===== config.mk =====
export PLATFORM = sky130hd
export DESIGN_NAME = adcc_ctrl
export DESIGN_NICKNAME = d
export VERILOG_FILES = /design/src/hw/adcc_ctrl.v
export VERILOG_INCLUDE_DIRS = /design/src /design/src/common
export SDC_FILE = /design/constraint.sdc
export NUM_CORES = 1
export LEC_CHECK = 0
export BUFFER_PORTS_ARGS = -buffer_cell sky130_fd_sc_hd__buf_2
export CAP_MARGIN = 10
export CORE_MARGIN = 4
export CORE_UTILIZATION = 50
export DETAILED_ROUTE_END_ITERATION = 8
export HOLD_SLACK_MARGIN = 0.12
export PLACE_DENSITY = 0.78
export SLEW_MARGIN = 5
export SYNTH_ARGS = -nofsm -noshare
export SYNTH_HDL_FRONTEND = slang
export SYNTH_SLANG_ARGS = --single-unit

===== constraint.sdc =====
create_clock -name pclk -period 2.9 [get_ports pclk]
set_input_delay 0.435 -clock pclk [delete_from_list [all_inputs] [get_ports pclk]]
set_output_delay 0.435 -clock pclk [all_outputs]
set_load 0.005 [all_outputs]

===== src/common/adcc_consts.vh =====
// named constants for the converter clock, reference and result control block
`ifndef ADCC_CONSTS_VH
`define ADCC_CONSTS_VH

// ****************************************
// register byte offsets
// ****************************************
`define ADCC_OFF_CTRL      12'h000
`define ADCC_OFF_SETUP     12'h004
`define ADCC_OFF_OUTCOME   12'h008
`define ADCC_OFF_INT_STAT  12'h00c
`define ADCC_OFF_INT_MASK  12'h010
`define ADCC_ADDR_W        12

// ****************************************
// control register fields
// ****************************************
`define ADCC_CTRL_ON       0
`define ADCC_CTRL_GO       1
`define ADCC_CTRL_CH_LO    2
`define ADCC_CTRL_CH_HI    5
`define ADCC_CH_FIXED_REF  4'hf

// ****************************************
// setup register fields
// ****************************************
`define ADCC_SETUP_REF_LO  0
`define ADCC_SETUP_REF_HI  1
`define ADCC_SETUP_CLK_LO  4
`define ADCC_SETUP_CLK_HI  6
`define ADCC_SETUP_MASK    8'h73
`define ADCC_REF_EXT       2'h2
`define ADCC_REF_FIXED     2'h3

// ****************************************
// reference routing codes to the analog side
// ****************************************
`define ADCC_RSRC_SUPPLY   2'h0
`define ADCC_RSRC_EXT      2'h1
`define ADCC_RSRC_FIXED    2'h2

// ****************************************
// conversion clock terminal counts (divide minus one)
// ****************************************
`define ADCC_TC_DIV2       6'h01
`define ADCC_TC_DIV4       6'h03
`define ADCC_TC_DIV8       6'h07
`define ADCC_TC_DIV16      6'h0f
`define ADCC_TC_DIV32      6'h1f
`define ADCC_TC_DIV64      6'h3f
`define ADCC_CLK_RC_LO     2'h3

// ****************************************
// interrupt bits, reset values and conversion start values
// ****************************************
`define ADCC_INT_DONE      0
`define ADCC_INT_REFUSED   1
`define ADCC_INT_W         2
`define ADCC_RST_BYTE      8'h00
`define ADCC_SAR_MSB       8'h80
`define ADCC_BIT_TOP       3'h7

`endif


===== src/hw/adcc_ctrl.v =====
// apb controlled successive-approximation converter control block
//
// Register access over APB and the address map were left to the implementer.
`timescale 1ns/1ps
`include "adcc_consts.vh"

module adcc_ctrl (
  // apb slave
  input  wire        pclk,
  input  wire        presetn,
  input  wire        psel,
  input  wire        penable,
  input  wire        pwrite,
  input  wire [11:0] paddr,
  input  wire [31:0] pwdata,
  output reg  [31:0] prdata,
  output reg         pready,
  output reg         pslverr,
  // analog front end
  input  wire        rc_osc_tick,
  input  wire        cmp_above,
  output reg         power_on,
  output reg  [3:0]  chan_route,
  output reg  [1:0]  ref_route,
  output reg         sample_close,
  output reg  [7:0]  dac_trial,
  // interrupt
  output reg         irq
);

  // ****************************************
  // state and registers
  // ****************************************
  localparam ST_IDLE = 1'b0;
  localparam ST_CONV = 1'b1;

  reg        state_r;
  reg        state_nxt;
  reg        on_r;
  reg        go_r;
  reg        go_nxt;
  reg  [3:0] chan_r;
  reg  [7:0] setup_r;
  reg  [7:0] outcome_r;
  reg  [7:0] outcome_nxt;
  reg  [7:0] trial_r;
  reg  [7:0] trial_nxt;
  reg  [2:0] bit_r;
  reg  [2:0] bit_nxt;
  reg  [5:0] div_r;
  reg  [`ADCC_INT_W-1:0] stat_r;
  reg  [`ADCC_INT_W-1:0] stat_nxt;
  reg  [`ADCC_INT_W-1:0] mask_r;
  reg        done_ev;
  reg        refuse_ev;

  wire       wr_acc = psel & penable & pwrite;
  wire       rd_set = psel & ~penable & ~pwrite;
  wire       set_go = psel & ~penable;
  wire [2:0] clk_code = setup_r[`ADCC_SETUP_CLK_HI:`ADCC_SETUP_CLK_LO];
  wire       use_rc = (clk_code[1:0] == `ADCC_CLK_RC_LO);

  // ****************************************
  // helpers
  // ****************************************
  function [5:0] div_tc;
    input [2:0] code;
    begin
      case (code)
        3'h0:    div_tc = `ADCC_TC_DIV2;
        3'h4:    div_tc = `ADCC_TC_DIV4;
        3'h1:    div_tc = `ADCC_TC_DIV8;
        3'h5:    div_tc = `ADCC_TC_DIV16;
        3'h2:    div_tc = `ADCC_TC_DIV32;
        3'h6:    div_tc = `ADCC_TC_DIV64;
        default: div_tc = `ADCC_TC_DIV2;
      endcase
    end
  endfunction

  function mapped;
    input [11:0] a;
    begin
      mapped = (a == `ADCC_OFF_CTRL) || (a == `ADCC_OFF_SETUP) ||
               (a == `ADCC_OFF_OUTCOME) || (a == `ADCC_OFF_INT_STAT) ||
               (a == `ADCC_OFF_INT_MASK);
    end
  endfunction

  function [1:0] ref_of;
    input [1:0] code;
    begin
      case (code)
        `ADCC_REF_EXT:   ref_of = `ADCC_RSRC_EXT;
        `ADCC_REF_FIXED: ref_of = `ADCC_RSRC_FIXED;
        default:         ref_of = `ADCC_RSRC_SUPPLY;
      endcase
    end
  endfunction

  // ****************************************
  // conversion clock
  // ****************************************
  // divider runs free while powered and not on the rc clock, so the first tick of a conversion
  // comes one to a full divide period after the start
  wire conv_tick = use_rc ? rc_osc_tick : (div_r == div_tc(clk_code));

  always @(posedge pclk or negedge presetn) begin
    if (!presetn) begin
      div_r <= 6'h00;
    end else if (!on_r || use_rc || conv_tick) begin
      div_r <= 6'h00;
    end else begin
      div_r <= div_r + 6'h01;
    end
  end

  // ****************************************
  // register writes
  // ****************************************
  wire ctrl_wr  = wr_acc && (paddr == `ADCC_OFF_CTRL);
  wire start_rq = ctrl_wr && pwdata[`ADCC_CTRL_GO];

  always @(posedge pclk or negedge presetn) begin
    if (!presetn) begin
      on_r    <= 1'b0;
      chan_r  <= 4'h0;
      setup_r <= `ADCC_RST_BYTE;
      mask_r  <= {`ADCC_INT_W{1'b0}};
    end else if (wr_acc) begin
      if (paddr == `ADCC_OFF_CTRL) begin
        on_r   <= pwdata[`ADCC_CTRL_ON];
        chan_r <= pwdata[`ADCC_CTRL_CH_HI:`ADCC_CTRL_CH_LO];
      end
      // reserved setup bits are dropped on the way in, so they read zero
      if (paddr == `ADCC_OFF_SETUP) begin
        setup_r <= pwdata[7:0] & `ADCC_SETUP_MASK;
      end
      if (paddr == `ADCC_OFF_INT_MASK) begin
        mask_r <= pwdata[`ADCC_INT_W-1:0];
      end
    end
  end

  // ****************************************
  // successive approximation sequencer
  // ****************************************
  always @* begin
    state_nxt   = state_r;
    go_nxt      = go_r;
    trial_nxt   = trial_r;
    bit_nxt     = bit_r;
    outcome_nxt = outcome_r;
    done_ev     = 1'b0;
    refuse_ev   = 1'b0;
    // a result landing in the same cycle overrides this software write
    if (wr_acc && (paddr == `ADCC_OFF_OUTCOME)) begin
      outcome_nxt = pwdata[7:0];
    end
    case (state_r)
      ST_IDLE: begin
        // a start without the power bit in the same write is refused and flagged
        if (start_rq) begin
          if (pwdata[`ADCC_CTRL_ON]) begin
            state_nxt = ST_CONV;
            go_nxt    = 1'b1;
            trial_nxt = `ADCC_SAR_MSB;
            bit_nxt   = `ADCC_BIT_TOP;
          end else begin
            refuse_ev = 1'b1;
          end
        end
      end
      ST_CONV: begin
        // dropping power aborts; the outcome keeps its old value
        if (!on_r || (ctrl_wr && !pwdata[`ADCC_CTRL_ON])) begin
          state_nxt = ST_IDLE;
          go_nxt    = 1'b0;
        end else if (conv_tick) begin
          trial_nxt = trial_r;
          if (!cmp_above) begin
            trial_nxt[bit_r] = 1'b0;
          end
          if (bit_r == 3'h0) begin
            state_nxt   = ST_IDLE;
            go_nxt      = 1'b0;
            outcome_nxt = trial_nxt;
            done_ev     = 1'b1;
          end else begin
            trial_nxt[bit_r - 3'h1] = 1'b1;
            bit_nxt = bit_r - 3'h1;
          end
        end
      end
      default: begin
        state_nxt = ST_IDLE;
        go_nxt    = 1'b0;
      end
    endcase
  end

  always @(posedge pclk or negedge presetn) begin
    if (!presetn) begin
      state_r   <= ST_IDLE;
      go_r      <= 1'b0;
      trial_r   <= `ADCC_RST_BYTE;
      bit_r     <= `ADCC_BIT_TOP;
      outcome_r <= `ADCC_RST_BYTE;
    end else begin
      state_r   <= state_nxt;
      go_r      <= go_nxt;
      trial_r   <= trial_nxt;
      bit_r     <= bit_nxt;
      outcome_r <= outcome_nxt;
    end
  end

  // ****************************************
  // interrupt status, set wins over clear
  // ****************************************
  always @* begin
    stat_nxt = stat_r;
    // a write-one clear loses to an event in the same cycle
    if (wr_acc && (paddr == `ADCC_OFF_INT_STAT)) begin
      stat_nxt = stat_r & ~pwdata[`ADCC_INT_W-1:0];
    end
    if (done_ev) begin
      stat_nxt[`ADCC_INT_DONE] = 1'b1;
    end
    if (refuse_ev) begin
      stat_nxt[`ADCC_INT_REFUSED] = 1'b1;
    end
  end

  always @(posedge pclk or negedge presetn) begin
    if (!presetn) begin
      stat_r <= {`ADCC_INT_W{1'b0}};
      irq    <= 1'b0;
    end else begin
      stat_r <= stat_nxt;
      irq    <= |(stat_nxt & mask_r);
    end
  end

  // ****************************************
  // analog side outputs
  // ****************************************
  always @(posedge pclk or negedge presetn) begin
    if (!presetn) begin
      power_on     <= 1'b0;
      chan_route   <= 4'h0;
      ref_route    <= `ADCC_RSRC_SUPPLY;
      sample_close <= 1'b0;
      dac_trial    <= `ADCC_RST_BYTE;
    end else begin
      power_on   <= on_r;
      chan_route <= chan_r;
      ref_route  <= ref_of(setup_r[`ADCC_SETUP_REF_HI:`ADCC_SETUP_REF_LO]);
      // switch is closed only while powered and idle; no discharge path exists
      sample_close <= on_r && (state_nxt == ST_IDLE);
      dac_trial    <= trial_nxt;
    end
  end

  // ****************************************
  // apb read path, zero wait states
  // ****************************************
  // prdata and pslverr are captured in the setup cycle and stand through
  // the access phase, so no wait state is ever needed
  always @(posedge pclk or negedge presetn) begin
    if (!presetn) begin
      prdata  <= 32'h0000_0000;
      pready  <= 1'b0;
      pslverr <= 1'b0;
    end else begin
      pready <= 1'b1;
      if (set_go) begin
        pslverr <= ~mapped(paddr);
      end
      if (rd_set) begin
        case (paddr)
          `ADCC_OFF_CTRL:     prdata <= {26'h0, chan_r, go_r, on_r};
          `ADCC_OFF_SETUP:    prdata <= {24'h0, setup_r};
          `ADCC_OFF_OUTCOME:  prdata <= {24'h0, outcome_r};
          `ADCC_OFF_INT_STAT: prdata <= {30'h0, stat_r};
          `ADCC_OFF_INT_MASK: prdata <= {30'h0, mask_r};
          default:            prdata <= 32'h0000_0000;
        endcase
      end
    end
  end

endmodule // adcc_ctrl


==> results.yml, run 1 <==
synthesis:
  synth_top_area_share_pct: 43.4
  postSynthAreaPerCell_um2: 10.3
  synthDistinctLibCells: 51
  synth.area.top_cells: "dfrtp_1 (43%), mux2i_1 (8.8%), buf_4 (5.9%)"
  synth_edf_count: 0
  asyncSetResetFlopFracSynth_pct: 100
  ys_warn_count: 0
  synth_sequential_area_ratio_pct: 45.8
  yosysTopAreaCell: "dfrtp_1"
  number_of_register_bits_inferred_by_synthesis: 60
  yosys_most_used_dff: "dfrtp_1"
  synthesis.instances: 320
  post_synth_instance_area_um2: 3280
setup_path:
  cpPeakStageDelay_ps: 520
  critPathBufInv: 1
  critPathRequiredTime_ps: 3110
  reg2reg_from: "setup_r[4]"
  crit_path_top_delay_cell: "or3_4"
  worstPathMaxFanout: 9
  reg2reg_slack_ps: 350
  critical_path.endpoint_type: "flop"
  worst_setup_path_start_kind: "flop"
  timing.reg2reg.worst_path_depth: 8
  path_class: "reg -> reg"
  r2r_end: "outcome_r[5]"
  crit_chain: "inv_1, ha_1, and3b_1, o41ai_2, o2111ai_1, o21a_1, or3_4, mux2i_1"
  critPathArrivalTime_ps: 2760
  timing.critical_path.max_delay_family: "compound AO/OA/AOI/OAI gates"
floorplanning:
  fp.coreArea_um2: 6350
  die_y_um: 89.0
  floorplan.die_area_um2: 7930
  num_rows: 29
  die_width_um: 89.0
  initial_utilization_pct: 51.7
  top_level_port_count: 102
cts:
  post_cts.resized_instances: 0
  htree_levels: 3
  clk_transition_reported_paths_ps: 70
  tritoncts.num_buffers: 9
  cts.hold.buffers_added: 0
  numClockSinks: 60
  root_buffer: "clkbuf_8"
  clk_buf_depth: 2
  worstSkewPairLatency_ps: 340
  post_cts_buffers: 0
  tritoncts: "done"
timing:
  achievable-frequency_mhz: 392
  timing.setup.tns_ps: 0
  setup_repair_after_global_routing_missed_its_margin: "false"
  worst-slew-pin-transition_ps: 785
  timing.final.crit_share_pct: 87.9
  worst_slew_margin_rel_pct: 47.7
  timing_hold_violations_final: 0
  drv_slew: 0
  clock-skew-final_ps: 7.29
  fin_ws_ps: 352
  hold_slack_ps: 172
  finalWorstPathRequiredPeriod_ps: 2550
  report.final.setup_viol: 0
job:
  cap_viol_max_count: 0
placement:
  place_ws_ps: 377
  port_buffers: 53
  gp_routability_congestion: 0.847
  dpl_hpwl_um: 5230
grt:
  grt_remaining_overflow: 0
  via_count_of_the_first_global_routing_pass: 2409
  grt_first_pass_wirelength_um: 11600
  global_route.usage.total_pct: 19.4
  pin_count_of_the_biggest_net_entering_global_routing: 35
  antenna_found_initial: 0
cells_and_area:
  antenna_diode_count: 0
  number_of_nets_in_the_finished_design: 432
  area_delta_synth_final_pct: 12.7
  most_frequent_cells_in_the_layout: "dfrtp_1 (57), buf_2 (53), nand2_1 (38)"
  share_of_layout_cells_above_drive_strength_1_pct: 25.2
  layout.cells.most_common: "dfrtp_1"
detailed_routing:
  totalWireLength_um: 7130
  antenna_violating_nets_post_route: 0
  drcViolationCount: 0
  drt_pass1_iterations: 4
  routed-via-count: 2497
  initialDrtViolationCount: 149
  via_per_inst: 5.50
  drt-wirelength-per-cell_um: 15.7
power:
  p_per_area_nw_per_um2: 496
  vdd_ir_drop_max_mv: 0.313
  leakage_uw: 0.00189
min_path:
  hold_class: "in -> async"
status:
  status: "finished clean"
## flip-flops by register name, indices dropped and copies added (netlist names), 2 cells and up
| register | count |
|---|---|
| stat_r | 2 |
| ref_route | 2 |
| outcome_r | 8 |
| chan_route | 4 |
| setup_r | 5 |
| div_r | 6 |
| prdata | 8 |
| bit_r | 3 |
| dac_trial | 8 |
| chan_r | 4 |
| mask_r | 2 |
## layer usage
layer	global-route usage [%]	share of wire (%)	routed length (um)	up-vias
li1	-	-	-	1176
met1	25.5	43	3040	1200
met2	30.7	47	3340	109
met3	5.44	9.2	655	12
met4	7.17	1.3	96	0
met5	0	0	0	-
## synth_stat cells (all sizes together) (3+ instances only)
library cell	instances
a211oi	3
a21oi	4
a22oi	3
and2	3
and3	6
buf	31
clkbuf	7
dfrtp	57
dfstp	3
ha	8
inv	9
mux2	11
mux2i	29
nand2	38
nand2b	7
nand3	9
nor2	15
nor2b	8
nor3	6
o21ai	20
o31ai	9
## logic make-up (layout without fill, tap and decap cells)
family          Yosys count  in the layout  synth area share, %
simple gates            106            106                 16.4
flops                    60             60                 45.8
compound gates           51             51                 10.4
buf+inv                  47             81                 9.07
mux                      42             42                 14.0
fa+ha+maj                 8              8                 3.05
xor+xnor                  4              4                 1.07
other cells               2             25                0.229
## where the power goes
group	internal, uW	switching, uW	leakage [uW]
sequential	850	15.2	0.000801
clock	472	319	0.000109
combinational	64.2	116	0.000977
## stage by stage
stage               instance area, um2  total power, uW  utilization (%)  instances
finish                            3700             1840             58.3        454
global route                      3700             1920             58.3        454
CTS                               3700             1850             58.3        454
detailed placement                3500             1060             55.1        439
global placement                  3500             1050             55.1        439
floorplan                         3370             1030                -        343
## worst max path at each step
stage / depth (start not counted) / end / startpoint / slack (ps)
global placement: 8 / outcome_r[4] / setup_r[4] / 420
CTS: 8 / outcome_r[5] / setup_r[4] / 350
finish: 8 / outcome_r[5] / setup_r[4] / 350
detailed placement: 8 / outcome_r[5] / setup_r[4] / 380
floorplan: 10 / outcome_r[0] / setup_r[4] / 580
global route: 8 / outcome_r[5] / setup_r[4] / 220
## cell type report
type	instances	area [um2]
fillers	534	2650
flip-flops and latches	60	1510
well taps	77	96.3
repair buffers	57	295
inverters	9	33.8
clock inverters	6	80.1
clock buffers	9	124
multi-input cells	236	1570
Power figures use the tool's default switching activity.
==> run 2, diff against run 1 <==
--- a/config.mk
+++ b/config.mk
@@ -6,13 +6,12 @@
 export SDC_FILE = /design/constraint.sdc
 export NUM_CORES = 1
 export LEC_CHECK = 0
-export BUFFER_PORTS_ARGS = -buffer_cell sky130_fd_sc_hd__buf_2
 export CAP_MARGIN = 10
 export CORE_MARGIN = 4
 export CORE_UTILIZATION = 50
 export DETAILED_ROUTE_END_ITERATION = 8
-export HOLD_SLACK_MARGIN = 0.12
-export PLACE_DENSITY = 0.78
+export DONT_BUFFER_PORTS = 1
+export HOLD_SLACK_MARGIN = 0.1
 export SLEW_MARGIN = 5
 export SYNTH_ARGS = -nofsm -noshare
 export SYNTH_HDL_FRONTEND = slang
==> results.yml, run 2 (synthesis results as in run 1) <==
timing:
  finalWorstPathRequiredPeriod_ps: 2540
  worst-slew-pin-transition_ps: 569
  worst_slew_margin_rel_pct: 62.1
  report.final.setup_viol: 0
  setup_repair_after_global_routing_missed_its_margin: "false"
  achievable-frequency_mhz: 394
  drv_slew: 0
  clock-skew-final_ps: 9.64
  timing.final.crit_share_pct: 87.5
  timing.setup.tns_ps: 0
  hold_slack_ps: 237
  timing_hold_violations_final: 0
floorplanning:
  die_y_um: 89.0
  initial_utilization_pct: 51.7
  floorplan.die_area_um2: 7930
  top_level_port_count: 102
  fp.coreArea_um2: 6350
  num_rows: 29
  die_width_um: 89.0
cts:
  worstSkewPairLatency_ps: 330
  tritoncts.num_buffers: 9
  post_cts_buffers: 0
  htree_levels: 3
  post_cts.resized_instances: 0
  clk_transition_reported_paths_ps: 70
  tritoncts: "done"
  numClockSinks: 60
  root_buffer: "clkbuf_8"
  clk_buf_depth: 2
placement:
  area_of_placed_instances_um2: 3220
  dpl_hpwl_um: 4900
  gp_routability_congestion: 0.795
  port_buffers: 0
cells_and_area:
  top_regs: "dac_trial x8, outcome_r x8, prdata x8"
  share_of_layout_cells_above_drive_strength_1_pct: 12.1
  area_delta_synth_final_pct: 3.89
  layout.core_utilization_pct: 53.7
  post-route-cell-area_um2: 3410
  most_frequent_cells_in_the_layout: "dfrtp_1 (57), nand2_1 (38), mux2i_1 (29)"
  number_of_nets_in_the_finished_design: 379
  layout.cells.most_common: "dfrtp_1"
  antenna_diode_count: 0
min_path:
  hold_class: "in -> reg"
setup_path:
  cpPeakStageDelay_ps: 520
  critical_path.endpoint_type: "flop"
  crit_path_top_delay_cell: "or3_4"
  worstPathMaxFanout: 9
  crit_chain: "inv_1, ha_1, and3b_1, o41ai_2, o2111ai_1, o21a_1, or3_4, mux2i_1"
  path_class: "reg -> reg"
  critPathArrivalTime_ps: 2730
  critPathRequiredTime_ps: 3090
  worst_setup_path_start_kind: "flop"
grt:
  grt_first_pass_wirelength_um: 10900
  via_count_of_the_first_global_routing_pass: 2150
  pin_count_of_the_biggest_net_entering_global_routing: 61
  antenna_found_initial: 0
  global_route.usage.total_pct: 18.1
  grt_remaining_overflow: 0
detailed_routing:
  routed-via-count: 2208
  drt_pass1_iterations: 4
  antenna_violating_nets_post_route: 0
  drt-wirelength-per-cell_um: 16.8
  initialDrtViolationCount: 76
  via_per_inst: 5.52
  drcViolationCount: 0
  totalWireLength_um: 6720
power:
  leakage_uw: 0.00163
  power_uw: 1640
  vdd_ir_drop_max_mv: 0.248
  p_per_area_nw_per_um2: 480
status:
  status: "finished clean"
job:
  cap_viol_max_count: 0
==> run 2: final cells by class <==
class                   instances  area, um2
fillers                       577       2940
inverters                       9       33.8
clock inverters                 3       15.0
repair buffers                  4       52.6
multi-input cells             236       1570
well taps                      77       96.3
flip-flops and latches         60       1510
clock buffers                  11        141
==> run 2: worst paths after layout <==
| check | from | end | slack (ps) | cells after the start |
|---|---|---|---|---|
| max | setup_r[4] | outcome_r[2] | 360 | 8 |
| max in group asynchronous | presetn | bit_r[1] | 1960 | 2 |
| max reg2reg | setup_r[4] | outcome_r[2] | 360 | 8 |
| min in group asynchronous | presetn | chan_r[2] | 640 | 2 |
| min | pwdata[0] | on_r | 240 | 2 |
| min reg2reg | chan_r[0] | chan_route[0] | 390 | 0 |
==> run 2: routing by layer <==
metal	up-vias	global-route usage [%]	share of wire, %	wire length [um]
met2	76	26.9	45	3060
met5	-	0	0	0
li1	1069	-	-	-
met3	8	4.79	7.2	481
met1	1055	25.3	46	3110
met4	0	7.44	1.2	78
==> run 2: per-stage QoR <==
step | instances | setup slack [ps]
after global routing | 400 | 189
after CTS | 400 | 353
final | 400 | 363
after global placement | 384 | 368
after floorplan | 343 | 581
after detailed placement | 384 | 379
==> run 2: repair_timing <==
action	4_1_cts	5_1_grt
endpoints found under the hold margin	60	0
setup endpoints to repair	0	0
hold buffers	2	0
==> run 2: power by group <==
group	leakage [uW]	switching [uW]	internal, uW
Combinational	0.000742	95.4	53.5
Clock	0.0000848	305	319
Sequential	0.000801	14.5	850
Total	0.00163	415	1220
==> run 2: worst max-delay path: cells and delay by family (launching register included) <==
family          cells  cell delay, ps
simple gates        2             700
mux                 1             150
fa+ha+maj           1             210
flops               1             410
compound gates      3             830
buf+inv             1             100
